**src/inc/dcrc_pkg.sv**
```systemverilog
// timing constants and state codes of the dram cycle and refresh controller
// assumes a single 50 MHz clock drives every flip-flop of the controller
package dcrc_pkg;

  localparam int CLK_PERIOD_NS = 20;
  localparam int ADDR_WIDTH = 11;
  localparam int REQ_ADDR_WIDTH = 22;
  localparam int SYNC_STAGES = 2;

  // least times in ns; counts round up, never below one cycle
  localparam int RAS_PRECHARGE_NS = 45;
  localparam int RAS_PULSE_NS = 60;
  localparam int RAS_TO_CAS_NS = 20;
  localparam int CAS_ACCESS_NS = 20;
  localparam int WRITE_TO_COLUMN_LEAD_NS = 20;
  localparam int REFRESH_COLUMN_SETUP_NS = 5;
  localparam int REFRESH_COLUMN_HOLD_NS = 15;
  localparam int REFRESH_WRITE_HIGH_SETUP_NS = 10;
  localparam int COUNTER_TEST_COLUMN_PRECHARGE_NS = 30;

  // refresh period in ms over the rows of the array
  localparam int REFRESH_PERIOD_MS = 16;
  localparam int REFRESH_ROWS = 1024;

  function automatic int dcrc_min_cycles(input int ns);
    int c;
    c = (ns + CLK_PERIOD_NS - 1) / CLK_PERIOD_NS;
    return (c < 1) ? 1 : c;
  endfunction

  localparam int RAS_PRECHARGE_CYC = dcrc_min_cycles(RAS_PRECHARGE_NS);
  localparam int RAS_PULSE_CYC = dcrc_min_cycles(RAS_PULSE_NS);
  localparam int RAS_TO_CAS_CYC = dcrc_min_cycles(RAS_TO_CAS_NS);
  localparam int CAS_ACCESS_CYC = dcrc_min_cycles(CAS_ACCESS_NS);
  localparam int WRITE_LEAD_CYC = dcrc_min_cycles(WRITE_TO_COLUMN_LEAD_NS);
  localparam int CBR_SETUP_CYC = dcrc_min_cycles(REFRESH_COLUMN_SETUP_NS);
  localparam int CBR_HOLD_CYC = dcrc_min_cycles(REFRESH_COLUMN_HOLD_NS);
  localparam int CBR_WE_SETUP_CYC =
    dcrc_min_cycles(REFRESH_WRITE_HIGH_SETUP_NS);
  localparam int COUNTER_TEST_CYC =
    dcrc_min_cycles(COUNTER_TEST_COLUMN_PRECHARGE_NS);

  // row phase: one cycle of row hold before the column is put out
  localparam int ROW_CYC = RAS_TO_CAS_CYC + 1;
  // column phase covers the ras pulse, access and the data synchroniser
  localparam int COL_CYC = RAS_PULSE_CYC + CAS_ACCESS_CYC + SYNC_STAGES;
  // refresh spacing in cycles, rounded down
  localparam int REFRESH_INTERVAL_CYC =
    (REFRESH_PERIOD_MS * 1000000 / CLK_PERIOD_NS) / REFRESH_ROWS;

  localparam logic [3:0] CNT_ROW = 4'(ROW_CYC);
  localparam logic [3:0] CNT_COL = 4'(COL_CYC);
  localparam logic [3:0] CNT_PRE = 4'(RAS_PRECHARGE_CYC);
  localparam logic [3:0] CNT_RAS = 4'(RAS_PULSE_CYC);
  localparam logic [3:0] CNT_CBR_SETUP = 4'(CBR_SETUP_CYC);

  typedef enum logic [7:0] {
    DCRC_IDLE = 8'h01,
    DCRC_ACT = 8'h02,
    DCRC_ROW = 8'h04,
    DCRC_COL = 8'h08,
    DCRC_PRE = 8'h10,
    DCRC_CBR_SETUP = 8'h20,
    DCRC_CBR_RAS = 8'h40,
    DCRC_HIDDEN_PRE = 8'h80
  } dcrc_state_type;

endpackage

```
**src/rtl/dcrc_controller.sv**
```systemverilog
// host-side controller for an asynchronous 4M x 1 page-mode dram
// assumes the dram pins are wired directly; q comes from outside the clock
// Contract
// RULE_01: a read keeps write enable high past column or row strobe rise.
// RULE_02: data is taken at column fall in early write, else at write fall.
// RULE_03: write low by column fall is an early write; output stays off.
// RULE_04: a late enough write fall is a read-write cycle, read data first.
// RULE_05: write timing meeting neither case leaves the output unknown.
// RULE_06: both strobes stay low at least 20 ns after write enable falls.
// RULE_07: ras-only refresh uses address bits 0 to 9, not write or bit 10.
// RULE_08: cas-before-ras refresh ignores all address lines.
// RULE_09: cas-before-ras: column falls 5 ns before row, holds 15 ns after.
// RULE_10: normal cas-before-ras keeps write high 10 ns around row fall.
// RULE_11: test mode is entered with write enable low 10 ns around row fall.
// RULE_12: counter test keeps column strobe high 30 or 40 ns between pulses.
// RULE_13: every row is refreshed within 16 ms (128 ms low-power).
// RULE_14: 11 address lines carry the row at row fall, column at column fall.
// RULE_15: read data is valid only while the column strobe is low.
// RULE_16: hidden refresh keeps column strobe low while the row strobe cycles.
`timescale 1ns/1ns
`default_nettype none
module dcrc_controller
  import dcrc_pkg::*;
(
  // clock and reset
  input wire logic clk,
  input wire logic reset_n,
  // user request
  input wire logic req_valid,
  input wire logic req_write,
  input wire logic [REQ_ADDR_WIDTH-1:0] req_addr,
  input wire logic req_wdata,
  output logic req_ready,
  // user response
  output logic rsp_valid,
  output logic rsp_data,
  // dram pins
  output logic ras_n,
  output logic cas_n,
  output logic we_n,
  output logic [ADDR_WIDTH-1:0] muxed_address_lines,
  output logic d,
  input wire logic q
);

  dcrc_state_type state;
  logic [3:0] cnt;
  logic last;
  logic is_write;
  logic [ADDR_WIDTH-1:0] col_addr;
  logic refresh_tick;
  logic refresh_pending;
  logic q_meta;
  logic q_sync;
  logic [7:0] pending_age;

  assign last = (cnt == 4'h1);
  assign req_ready = (state == DCRC_IDLE) && !refresh_pending;

  dcrc_refresh_timer u_timer (
    .clk(clk),
    .reset_n(reset_n),
    .refresh_tick(refresh_tick)
  );

  // q is asynchronous to clk; only q_sync is read
  always_ff @(posedge clk or negedge reset_n)
  begin
    if (!reset_n)
    begin
      q_meta <= 1'b0;
      q_sync <= 1'b0;
    end
    else
    begin
      q_meta <= q;
      q_sync <= q_meta;
    end
  end

  // a tick in the last cycle of DCRC_CBR_RAS is kept; one in an earlier cycle of it is cleared
  always_ff @(posedge clk or negedge reset_n)
  begin
    if (!reset_n)
      refresh_pending <= 1'b0;
    else if (refresh_tick)
      refresh_pending <= 1'b1; // RULE_13
    else if (state == DCRC_CBR_RAS)
      refresh_pending <= 1'b0;
  end

  always_ff @(posedge clk or negedge reset_n)
  begin
    if (!reset_n)
    begin
      state <= DCRC_IDLE;
      cnt <= 4'h0;
      is_write <= 1'b0;
      col_addr <= '0;
      ras_n <= 1'b1;
      cas_n <= 1'b1;
      we_n <= 1'b1;
      muxed_address_lines <= '0;
      d <= 1'b0;
    end
    else
    begin
      cnt <= (cnt != 4'h0) ? cnt - 4'h1 : 4'h0;
      unique case (state)
        DCRC_IDLE:
        begin
          if (refresh_pending)
          begin
            // we_n already high for the setup before row fall
            cas_n <= 1'b0; // RULE_09
            cnt <= CNT_CBR_SETUP;
            state <= DCRC_CBR_SETUP;
          end
          else if (req_valid)
          begin
            muxed_address_lines <= // RULE_14
              req_addr[2*ADDR_WIDTH-1:ADDR_WIDTH];
            col_addr <= req_addr[ADDR_WIDTH-1:0];
            is_write <= req_write;
            d <= req_wdata;
            // write enable falls before the row, so the cycle is early write
            we_n <= !req_write; // RULE_11
            state <= DCRC_ACT;
          end
        end
        DCRC_ACT:
        begin
          ras_n <= 1'b0; // RULE_14
          cnt <= CNT_ROW;
          state <= DCRC_ROW;
        end
        DCRC_ROW:
        begin
          muxed_address_lines <= col_addr; // RULE_14
          if (last)
          begin
            cas_n <= 1'b0;
            cnt <= CNT_COL;
            state <= DCRC_COL;
          end
        end
        DCRC_COL:
        begin
          if (last)
          begin
            // for a write both strobes rise together, well after the write fell
            cnt <= CNT_PRE; // RULE_06
            if (refresh_pending && !is_write)
            begin
              ras_n <= 1'b1; // RULE_16
              state <= DCRC_HIDDEN_PRE;
            end
            else
            begin
              ras_n <= 1'b1;
              cas_n <= 1'b1;
              state <= DCRC_PRE;
            end
            // we_n rises with or after the strobes
            we_n <= 1'b1; // RULE_01
          end
        end
        DCRC_HIDDEN_PRE:
        begin
          if (last)
          begin
            ras_n <= 1'b0; // RULE_16
            cnt <= CNT_RAS;
            state <= DCRC_CBR_RAS;
          end
        end
        DCRC_CBR_SETUP:
        begin
          if (last)
          begin
            ras_n <= 1'b0; // RULE_10
            cnt <= CNT_RAS;
            state <= DCRC_CBR_RAS;
          end
        end
        DCRC_CBR_RAS:
        begin
          if (last)
          begin
            // column hold is covered by the whole ras pulse
            ras_n <= 1'b1; // RULE_09
            cas_n <= 1'b1;
            // precharge also spaces successive refresh column pulses
            cnt <= CNT_PRE; // RULE_12
            state <= DCRC_PRE;
          end
        end
        DCRC_PRE:
        begin
          if (last)
            state <= DCRC_IDLE;
        end
      endcase
    end
  end

  // response: data sampled while cas is still low
  always_ff @(posedge clk or negedge reset_n)
  begin
    if (!reset_n)
    begin
      rsp_valid <= 1'b0;
      rsp_data <= 1'b0;
    end
    else
    begin
      rsp_valid <= (state == DCRC_COL) && last;
      if ((state == DCRC_COL) && last && !is_write)
        rsp_data <= q_sync; // RULE_15
    end
  end

  always_ff @(posedge clk or negedge reset_n)
  begin
    if (!reset_n)
      pending_age <= 8'h00;
    else
      pending_age <= refresh_pending ? pending_age + 8'h01 : 8'h00;
  end

  refresh_served_a: assert property (@(posedge clk) // RULE_13
    disable iff (!reset_n) pending_age < 8'h20)
    else $error("refresh left pending too long");

  cbr_we_high_a: assert property (@(posedge clk) // RULE_10
    disable iff (!reset_n) ($fell(ras_n) && !cas_n) |->
    we_n && $past(we_n) ##1 we_n)
    else $error("write enable not high around refresh row fall");

  no_test_mode_a: assert property (@(posedge clk) // RULE_11
    disable iff (!reset_n) $fell(ras_n) |-> !($past(!we_n) && !cas_n))
    else $error("test mode entry produced");

  cbr_cas_setup_a: assert property (@(posedge clk) // RULE_09
    disable iff (!reset_n) ($fell(ras_n) && !cas_n) |->
    $past(!cas_n) ##1 !cas_n)
    else $error("refresh column strobe setup or hold broken");

  write_complete_a: assert property (@(posedge clk) // RULE_06
    disable iff (!reset_n) ($fell(cas_n) && !we_n) |->
    (!ras_n && !cas_n)[*2])
    else $error("strobes rose too soon after write");

  read_we_hold_a: assert property (@(posedge clk) // RULE_01
    disable iff (!reset_n) ($rose(cas_n) && $past(!ras_n) && $past(we_n))
    |-> we_n)
    else $error("write enable fell at end of read");

  col_addr_out_a: assert property (@(posedge clk) // RULE_14
    disable iff (!reset_n) ($fell(cas_n) && !ras_n) |->
    muxed_address_lines == col_addr)
    else $error("column address not on lines at column fall");

  ras_pulse_a: assert property (@(posedge clk) // RULE_14
    disable iff (!reset_n) $fell(ras_n) |-> !ras_n[*3])
    else $error("row strobe pulse too short");

  ras_precharge_a: assert property (@(posedge clk) // RULE_12
    disable iff (!reset_n) $rose(ras_n) |-> ras_n[*3])
    else $error("row strobe precharge too short");

  // the pulse is seen six edges after the column fall is seen
  read_rsp_a: assert property (@(posedge clk) // RULE_15
    disable iff (!reset_n) ($fell(cas_n) && !ras_n && we_n) |->
    ##6 rsp_valid)
    else $error("read response not on time");

  read_c: cover property (@(posedge clk) disable iff (!reset_n)
    rsp_valid && we_n);
  write_c: cover property (@(posedge clk) disable iff (!reset_n)
    $fell(cas_n) && !we_n);
  cbr_c: cover property (@(posedge clk) disable iff (!reset_n)
    state == DCRC_CBR_SETUP);
  hidden_c: cover property (@(posedge clk) disable iff (!reset_n)
    state == DCRC_HIDDEN_PRE);

endmodule
`default_nettype wire

```
**src/rtl/dcrc_refresh_timer.sv**
```systemverilog
// refresh timer: one-cycle tick at the row refresh spacing
// assumes clk at the package clock rate
`timescale 1ns/1ns
`default_nettype none
module dcrc_refresh_timer
  import dcrc_pkg::*;
(
  // clock and reset
  input wire logic clk,
  input wire logic reset_n,
  // refresh request
  output logic refresh_tick
);

  localparam logic [11:0] INTERVAL = 12'(REFRESH_INTERVAL_CYC - 1);

  logic [11:0] count;

  always_ff @(posedge clk or negedge reset_n)
  begin
    if (!reset_n)
    begin
      count <= 12'h000;
      refresh_tick <= 1'b0;
    end
    else
    begin
      refresh_tick <= (count == INTERVAL);
      count <= (count == INTERVAL) ? 12'h000 : count + 12'h001;
    end
  end

  tick_spacing_a: assert property (@(posedge clk) // RULE_13
    disable iff (!reset_n) refresh_tick |=> !refresh_tick[*8])
    else $error("refresh ticks too close");

endmodule
`default_nettype wire
```
**config.mk**
```make
export PLATFORM = sky130hd
export DESIGN_NAME = dcrc_controller
export DESIGN_NICKNAME = d
export VERILOG_FILES = /design/src/inc/dcrc_pkg.sv /design/src/rtl/dcrc_controller.sv /design/src/rtl/dcrc_refresh_timer.sv
export SDC_FILE = /design/constraint.sdc
export NUM_CORES = 1
export LEC_CHECK = 0
export BUFFER_PORTS_ARGS = -buffer_cell sky130_fd_sc_hd__buf_2
export CORE_MARGIN = 5
export CORE_UTILIZATION = 60
export DETAILED_ROUTE_END_ITERATION = 8
export GPL_TIMING_DRIVEN = 0
export PLACE_DENSITY = 0.94
export SLEW_MARGIN = 20
export SYNTH_ARGS = -nofsm -noshare
export SYNTH_HDL_FRONTEND = slang
export SYNTH_SLANG_ARGS = --single-unit
export TNS_END_PERCENT = 50
```
**constraint.sdc**
```tcl
create_clock -name clk -period 3.6 [get_ports clk]
set_clock_uncertainty 0.05 [all_clocks]
set_input_delay 0.54 -clock clk [delete_from_list [all_inputs] [get_ports clk]]
set_output_delay 0.54 -clock clk [all_outputs]
set_load 0.05 [all_outputs]
```
Yosys cells after proc, flatten, opt, wreduce, memory -nomap -nowiden
Cells that the tools add are included.
{"block": "op_classes", "n_reduce_logical": 22, "bitwise_logic": 1, "addsub": 2, "mux": 30, "n_eq_ne": 21}
{"cell": "2-to-1 mux 8 bit", "count": 8}
{"cell": "one-hot mux 8 bit (7 select lines)", "count": 1}
{"cell": "2-to-1 mux 11 bit", "count": 2}
{"cell": "one-hot mux 11 bit (2 select lines)", "count": 1}
{"cell": "2-to-1 mux 4 bit", "count": 4}
{"cell": "!= test 2 bit (second input constant)", "count": 8}
{"cell": "one-hot mux 4 bit (4 select lines)", "count": 1}
{"cell": "adder 12 x 1 -> 12 bit (second input constant)", "count": 1}
{"cell": "equality test 12 x 10 -> 1 bit (second input constant)", "count": 1}
{"cell": "2-to-1 mux 12 bit", "count": 1}
{"cell": "AND reduction 6 bit", "count": 2}
{"cell": "2-to-1 mux 1 bit", "count": 9}
{"cell": "AND reduction 3 bit", "count": 3}
{"cell": "equality test 8 x 1 -> 1 bit (second input constant)", "count": 1}
{"cell": "equality test 8 x 2 -> 1 bit (second input constant)", "count": 1}
{"cell": "equality test 8 x 3 -> 1 bit (second input constant)", "count": 1}
{"cell": "equality test 8 x 4 -> 1 bit (second input constant)", "count": 1}
{"cell": "equality test 8 x 5 -> 1 bit (second input constant)", "count": 1}
{"cell": "equality test 8 x 6 -> 1 bit (second input constant)", "count": 1}
{"cell": "equality test 8 x 7 -> 1 bit (second input constant)", "count": 1}
{"cell": "equality test 8 bit (second input constant)", "count": 1}
{"cell": "nonzero test 4 bit", "count": 2}
{"cell": "nonzero test 2 bit", "count": 3}
{"cell": "equality test 4 x 1 -> 1 bit (second input constant)", "count": 1}
{"cell": "13 further kinds", "count": 20}
{"block": "totals", "word_cells": 92, "regBits": 57, "inputBits": 28}

Logic depth before layout (Yosys ltp)
Gate-level depths: netlist of the first run.
{"block": "logic_depth", "depth_word": 5, "depth_mapped": 8, "mapped_depth_nobuf": 7}

By module
Synthesis of the first run repeated with hierarchy kept, for this count alone.
{"block": "unflattened", "hier_cells": 231, "area_unflattened_um2": 2605.0}
{"module": "dcrc_controller", "area_per_inst_um2": 1988.2, "n_inst": 1, "seq_area_each_um2": 1106.1, "cells_each": 173}
{"module": "dcrc_refresh_timer", "area_per_inst_um2": 616.8, "n_inst": 1, "seq_area_each_um2": 325.3, "cells_each": 58}

Worst setup path before layout of the first run
No wires, ideal clock.
{"block": "synth_timing", "path_kind": "register -> output", "start": "register state[5]", "end": "output req_ready", "t_arrival_ns": 1.849, "t_required_ns": 3.010, "path_stages_with_launch": 7, "slack_ns": 1.161, "cell_sequence": "dfrtp_1 buf_2 nor3_2 and2_1 buf_2 nand2_1 nor2_1"}
{"block": "synth_between", "elab_chain_len": 2}
{"element": "from (decl)", "line": "dcrc_controller.sv:46", "text": "dcrc_state_type state;"}
{"element": "from (signal assigned)", "line": "dcrc_controller.sv:96", "text": "state <= DCRC_IDLE;"}
{"element": "from (signal assigned)", "line": "dcrc_controller.sv:117", "text": "state <= DCRC_CBR_SETUP;"}
{"element": "from (signal assigned)", "line": "dcrc_controller.sv:128", "text": "state <= DCRC_ACT;"}
{"element": "equality test 8 x 1 -> 1 bit", "line": "dcrc_controller.sv:58", "text": "assign req_ready = (state == DCRC_IDLE) && !refresh_pending;"}
{"element": "logical AND 1 bit", "line": "dcrc_controller.sv:58"}
{"element": "to (decl)", "line": "dcrc_controller.sv:33", "text": "output logic req_ready,"}
Every way passes these cells.

Final worst setup path of the first run
Same ends and word-level chain as after synthesis.

==> results.ini, run 1 <==
[run_status]
status=finished, final reports clean

[route]
initialDrtViolationCount=212
viasPerCell=5.986
routedWlPerCell_um=17.21
drc_errors=0
drtAntennaViolNets=0
first_pass_iters=5
routed_wl_um=6317
vias=2197

[clock_tree]
clk_pin_slew_ns=0.07
root_buffer=clkbuf_8
htreeDepth=3
cts_tree=yes
clock_path_buffers=2
cts_setup_buffers=0
post_cts_resized=0
clk_latency_ns=0.34
cts_buffers=9
clock-sinks=57
hold_buffers=0

[global_route]
track_usage=0.2217
grt_pass1_vias=2180
antenna_found_initial=0
grt_max_degree=58
grt_overflow_total=0
grt_first_pass_wirelength_um=10480

[setup_path]
worst_setup_path_end_kind=output port
path_class=flop to output port
required_ns=3.01
path_max_fanout=10
crit_start=state[5]
timing.rr.start=state[5]
worstPathArrival_ns=2.16
startpoint_type=flop

[timing]
rsz0062_at_grt=no
tns_ns=0
fmaxAchievable_mhz=363.4
slew_violations=0
relSlewSlack=0.5429
period_minus_slack_ns=2.752
hold_viol_final=0
setup_viol=0
period_share=0.7644
worst_pin_slew_ns=0.6856

[finish]
area_growth_pct=17.79
fillers=292
nets=340
regArea_mm2=0.001431
layout.cells.non_filler=367
diodes=0
fin_area_mm2=0.003231
final_common_cell=dfrtp_1
drive_above_1_share=0.2571
final_cell_mix=dfrtp_1, buf_2, nor2_1, mux2_1, nand2_1
multi_input_area_mm2=0.001219

[floorplan]
die_y_um=77.61
core_area_mm2=0.004384
pin_count=46
dieArea_mm2=0.006023
start_util=0.6256
num_rows=24
die_w_um=77.61

[synthesis]
yosysSeqAreaShare=0.5219
ys_types=50
ys_warn_count=0
async_flop_share=1.000
avgSynthCellArea_um2=10.80
syn_area_mm2=0.002743
ys_seq_elements=57
synthFlopType=dfrtp_1
synth_edf_count=0
synthCells=254
synth_nets=284

[worst_hold_path]
hp-class=input pin to async pin

[pwr]
power_density_mw_per_mm2=727.8
p_leak_nw=1.612
ir_drop_v=0.0004827

[placement]
dp.cells=351
port_buffers=45
gp_congestion=0.9397
hpwlAfterDp_um=4331
placed_area_mm2=0.003035

[job]
cap_viol_max_count=0

-- flip-flops by register name, summed over array words and instances, names as in the netlist, 4 cells and up --
name and count:
col_addr 11, u_timer.count 12, state 8, muxed_address_lines 11, cnt 4
-- critical path, cell delays in order (launching register included) --
cell and delay [ns]:
dfrtp_1 0.36, buf_2 0.19, nor3_2 0.35, and2_1 0.18, buf_2 0.16, nand2_1 0.11
nor2_1 0.18, buf_2 0.29
-- path summary, 6_finish.rpt --
check / endpoint / slack, ns / depth (start not counted)
worst max register to register: muxed_address_lines[8] / 1.13 / 8
max in group asynchronous: u_timer.count[4] / 2.84 / 1
worst min-delay path: cnt[3] / 0.20 / 1
min in group clk: q_meta / 0.27 / 1
worst max-delay path: req_ready / 0.85 / 7
worst min register to register: q_sync / 0.30 / 0
-- area by class of cell --
type,count,share of cell area
Inverter,8,0.009295
Tap cell,52,0.02014
Multi-Input combinational cell,178,0.3772
Clock inverter,6,0.01782
Clock buffer,10,0.04260
Buffer,11,0.01936
Timing Repair Buffer,45,0.07049
Sequential cell,57,0.4431
-- Yosys cell counts, types with 2 or more instances --
cell type	count	area [µm²]
dfrtp_1	53	1326
nor2_1	34	127.6
mux2_1	16	180.2
nand2_1	15	56.30
a21oi_1	12	60.06
mux2i_1	12	120.1
nand3_1	9	45.04
inv_1	8	30.03
xor2_1	8	70.07
nand4_1	7	43.79
nor3_1	7	35.03
buf_2	5	25.02
nor2b_1	5	31.28
xnor2_1	5	43.79
clkbuf_1	4	15.01
dfstp_2	4	105.1
nand2b_1	4	25.02
o21ai_0	4	20.02
o21ai_1	4	20.02
nor4b_1	3	26.28
a21o_1	2	15.01
and2_1	2	12.51
buf_6	2	22.52
ha_1	2	25.02
or3_1	2	12.51
-- kinds of logic (layout without fill, tap and decap cells) --
group | after synthesis | in the layout | share of synthesized area
simple gates | 100 | 100 | 0.1989
flops | 57 | 57 | 0.5219
compound gates | 35 | 35 | 0.08532
mux | 28 | 28 | 0.1095
buf+inv | 19 | 80 | 0.03376
xor+xnor | 13 | 13 | 0.04151
fa+ha+maj | 2 | 2 | 0.009123
-- power by group --
part	total (W)	switching (W)	internal, W
Clock	0.000579	0.000246	0.000333
Combinational	0.000911	0.000632	0.000279
Sequential	0.000861	0.0000929	0.000768
Total	0.00235	0.000971	0.00138
-- per-layer routing --
layer | wire (µm) | global-route usage | vias up
met5 | 0 | 0 | -
met4 | 210 | 0.09278 | 0
li1 | - | - | 1008
met2 | 3214 | 0.3681 | 89
met3 | 463 | 0.08796 | 21
met1 | 2428 | 0.2541 | 1079
-- per-stage QoR --
step | hold WS (ns) | total power [W] | setup slack, ns | utilization
after global placement | 0.2851 | 0.001711 | 1.301 | 0.6918
after CTS | 0.2174 | 0.002356 | 0.8842 | 0.7369
after floorplan | 0.1944 | 0.001526 | 1.161 | -
after global routing | 0.2485 | 0.002478 | 0.7449 | 0.7369
final | 0.2018 | 0.002351 | 0.8480 | 0.7369
after detailed placement | 0.2905 | 0.001755 | 1.272 | 0.6924
No activity file was read; power rests on OpenSTA's default activity.
==> run 2, diff against run 1 <==
Settings changed: ABC_AREA set to 1, CORE_UTILIZATION 60 to 56, PLACE_DENSITY 0.94 to 0.89.
Clock period 3.6 ns to 2.7 ns, I/O delays scaled along.
==> run 2 against run 1 <==
  * Sequential power rose by 42%
  * Area after synthesis rose by 8.3%
  * Routed wire length rose by 8.5%
  * Die area rose by 14%
  * Non-clock buffer count fell by 6
  * Synthesized cell count rose by 47%
  * Global-route usage fell by 0.55 points
  * Final area rose by 7.7%
  * Highest routed layer unchanged
  * Via count rose by 21%
  * Sequential share of layout area fell by 3.2 points
==> results.ini, run 2 <==
[timing]
period_share=0.8258
rsz0062_at_grt=no
worst_pin_slew_ns=0.6889
fmaxAchievable_mhz=448.5
slew_violations=0
relSlewSlack=0.5407
setup_viol=0
hold_viol_final=0
tns_ns=0
period_minus_slack_ns=2.230

[synthesis]
ys_seq_elements=57
synth_commonest_cells=nand2_1, dfrtp_1, nor2_1
synthCells=374
avgSynthCellArea_um2=7.939
synth_most_common_cell=nand2_1
synth_largest_area_cell=dfrtp_1
synth_top_area_frac=0.4467
synth_edf_count=0
ys_warn_count=0
syn_area_mm2=0.002969
synth_area_leaders=dfrtp_1, nand2_1, nor2_1
async_flop_share=1.000
ys_types=32
synth_nets=404
yosysSeqAreaShare=0.4821
synthFlopType=dfrtp_1

[finish]
final_common_cell=nand2_1
drive_above_1_share=0.2143
area_growth_pct=17.24
fin_area_mm2=0.003481
reg.largest.list=u_timer.count (12), col_addr (11), muxed_address_lines (11)
top_register=u_timer.count
layout.cells.non_filler=504
largest_reg_flops=12
nets=459
diodes=0
final_cell_mix=nand2_1, dfrtp_1, nor2_1, buf_2, inv_1

[floorplan]
core_area_mm2=0.005140
die_w_um=82.82
num_rows=26
pin_count=46
dieArea_mm2=0.006858
die_y_um=82.82
start_util=0.5777

[setup_path]
timing.rr.start=state[0]
worstPathArrival_ns=1.77
timing.rr.end=state[2]
slowest_delay_ns=0.56
startpoint_type=flop
crit_path_cell_trace=nand2_1 > nor2_2 > nand2_4 > nor2_8 > buf_2
required_ns=2.25
reg2reg_depth=9
path_max_fanout=6
reg2reg_slack_ns=0.93
critPathSlowestCell=dfstp_2
path_class=flop to output port
worst_setup_path_end_kind=output port

[global_route]
grt_overflow_total=0
grt_max_degree=58
track_usage=0.2163
grt_pass1_vias=2633
antenna_found_initial=0
grt_first_pass_wirelength_um=12030

[clock_tree]
clk_latency_ns=0.35
clock-sinks=57
root_buffer=clkbuf_8
cts_setup_buffers=0
hold_buffers=0
post_cts_resized=0
clock_path_buffers=2
htreeDepth=3
cts_tree=yes
clk_pin_slew_ns=0.07
cts_buffers=9

[pwr]
switchingPower_w=0.001521
power_w=0.003435
p_leak_nw=1.817
p_sw_frac=0.4428
pwr-share-comb=0.411
intPower_w=0.001914
clockPowerShare=0.234
power.share.sequential=0.355
ir_drop_v=0.0006051
power_density_mw_per_mm2=986.9

[route]
viasPerCell=5.278
drtAntennaViolNets=0
initialDrtViolationCount=252
vias=2660
routedWlPerCell_um=13.60
routed_wl_um=6853
first_pass_iters=5
drc_errors=0

[placement]
dp.cells=488
port_buffers=44
hpwlAfterDp_um=4957
placed_area_mm2=0.003279
gp_congestion=0.9327

[worst_hold_path]
hp-class=input pin to async pin

[run_status]
status=finished, final reports clean

[job]
cap_viol_max_count=0

==> run 2: cell types whose count changed in the layout (fill, tap and decap cells not counted), moves of 6 or more <==
cell / change
nand3_1: +25
mux2i_1: -12
o21ai_0: +9
mux2_1: -16
a21oi_1: +6
nor2_1: +18
inv_1: +31
nand2_1: +92
==> run 2: worst max path at each step <==
stage	from	end	slack, ns	cells after the start
3_3_place_gp	state[0]	req_ready	0.89	5
5_1_grt	state[0]	req_ready	0.38	5
6_report	state[0]	req_ready	0.47	5
3_5_place_dp	state[0]	req_ready	0.85	5
2_1_floorplan	state[0]	muxed_address_lines[0]	1.03	8
4_1_cts	state[0]	req_ready	0.46	5
==> run 2: per-stage QoR <==
step | setup WS (ns) | hold slack (ns) | util
final | 0.4704 | 0.05733 | 0.6772
after global routing | 0.3804 | 0.1073 | 0.6772
after CTS | 0.4595 | 0.06750 | 0.6772
after detailed placement | 0.8507 | 0.2894 | 0.6380
after global placement | 0.8875 | 0.2987 | 0.6375
after floorplan | 1.027 | 0.05941 | -
==> run 2: logic make-up after synthesis <==
kind of cell,count (synthesis),share of synthesized area
flip-flops,57,0.4821
XOR/XNOR,6,0.01770
AND/OR/NAND/NOR,226,0.3569
adder cells (fa/ha/maj),2,0.008427
buffers and inverters,48,0.07248
AO/OA/AOI/OAI,35,0.06237
==> run 2: per-layer routing <==
layer,wire (µm),track usage,up-vias
li1,-,-,1302
met1,2829,0.2595,1252
met2,3451,0.3542,87
met3,411,0.05446,19
met4,161,0.1204,0
met5,0,0,-
==> run 2: power by group through the flow <==
stage	clock, W	sequential, W	combinational [W]
2_1_floorplan	0	0.00158	0.000707
3_3_place_gp	0	0.00122	0.00135
3_5_place_dp	0	0.00123	0.00140
4_1_cts	0.000824	0.00122	0.00141
5_1_grt	0.000857	0.00125	0.00155
6_report	0.000805	0.00122	0.00141
==> run 2: worst max-delay path, delay by kind of cell, from the launching register on <==
kind / cells / cell delay, ns
and+or+nand+nor: 4 / 0.56
DFF: 1 / 0.56
buffers and inverters: 1 / 0.30
==> run 2: final cells by class <==
cell class / count / area [µm²]
fillers: 423 / 1659
inverters: 42 / 157.7
plain buffers: 6 / 57.56
clock inverters: 7 / 77.57
flip-flops and latches: 57 / 1431
repair buffers: 44 / 222.7
multi-input cells: 269 / 1323
well taps: 70 / 87.58
clock buffers: 9 / 123.9
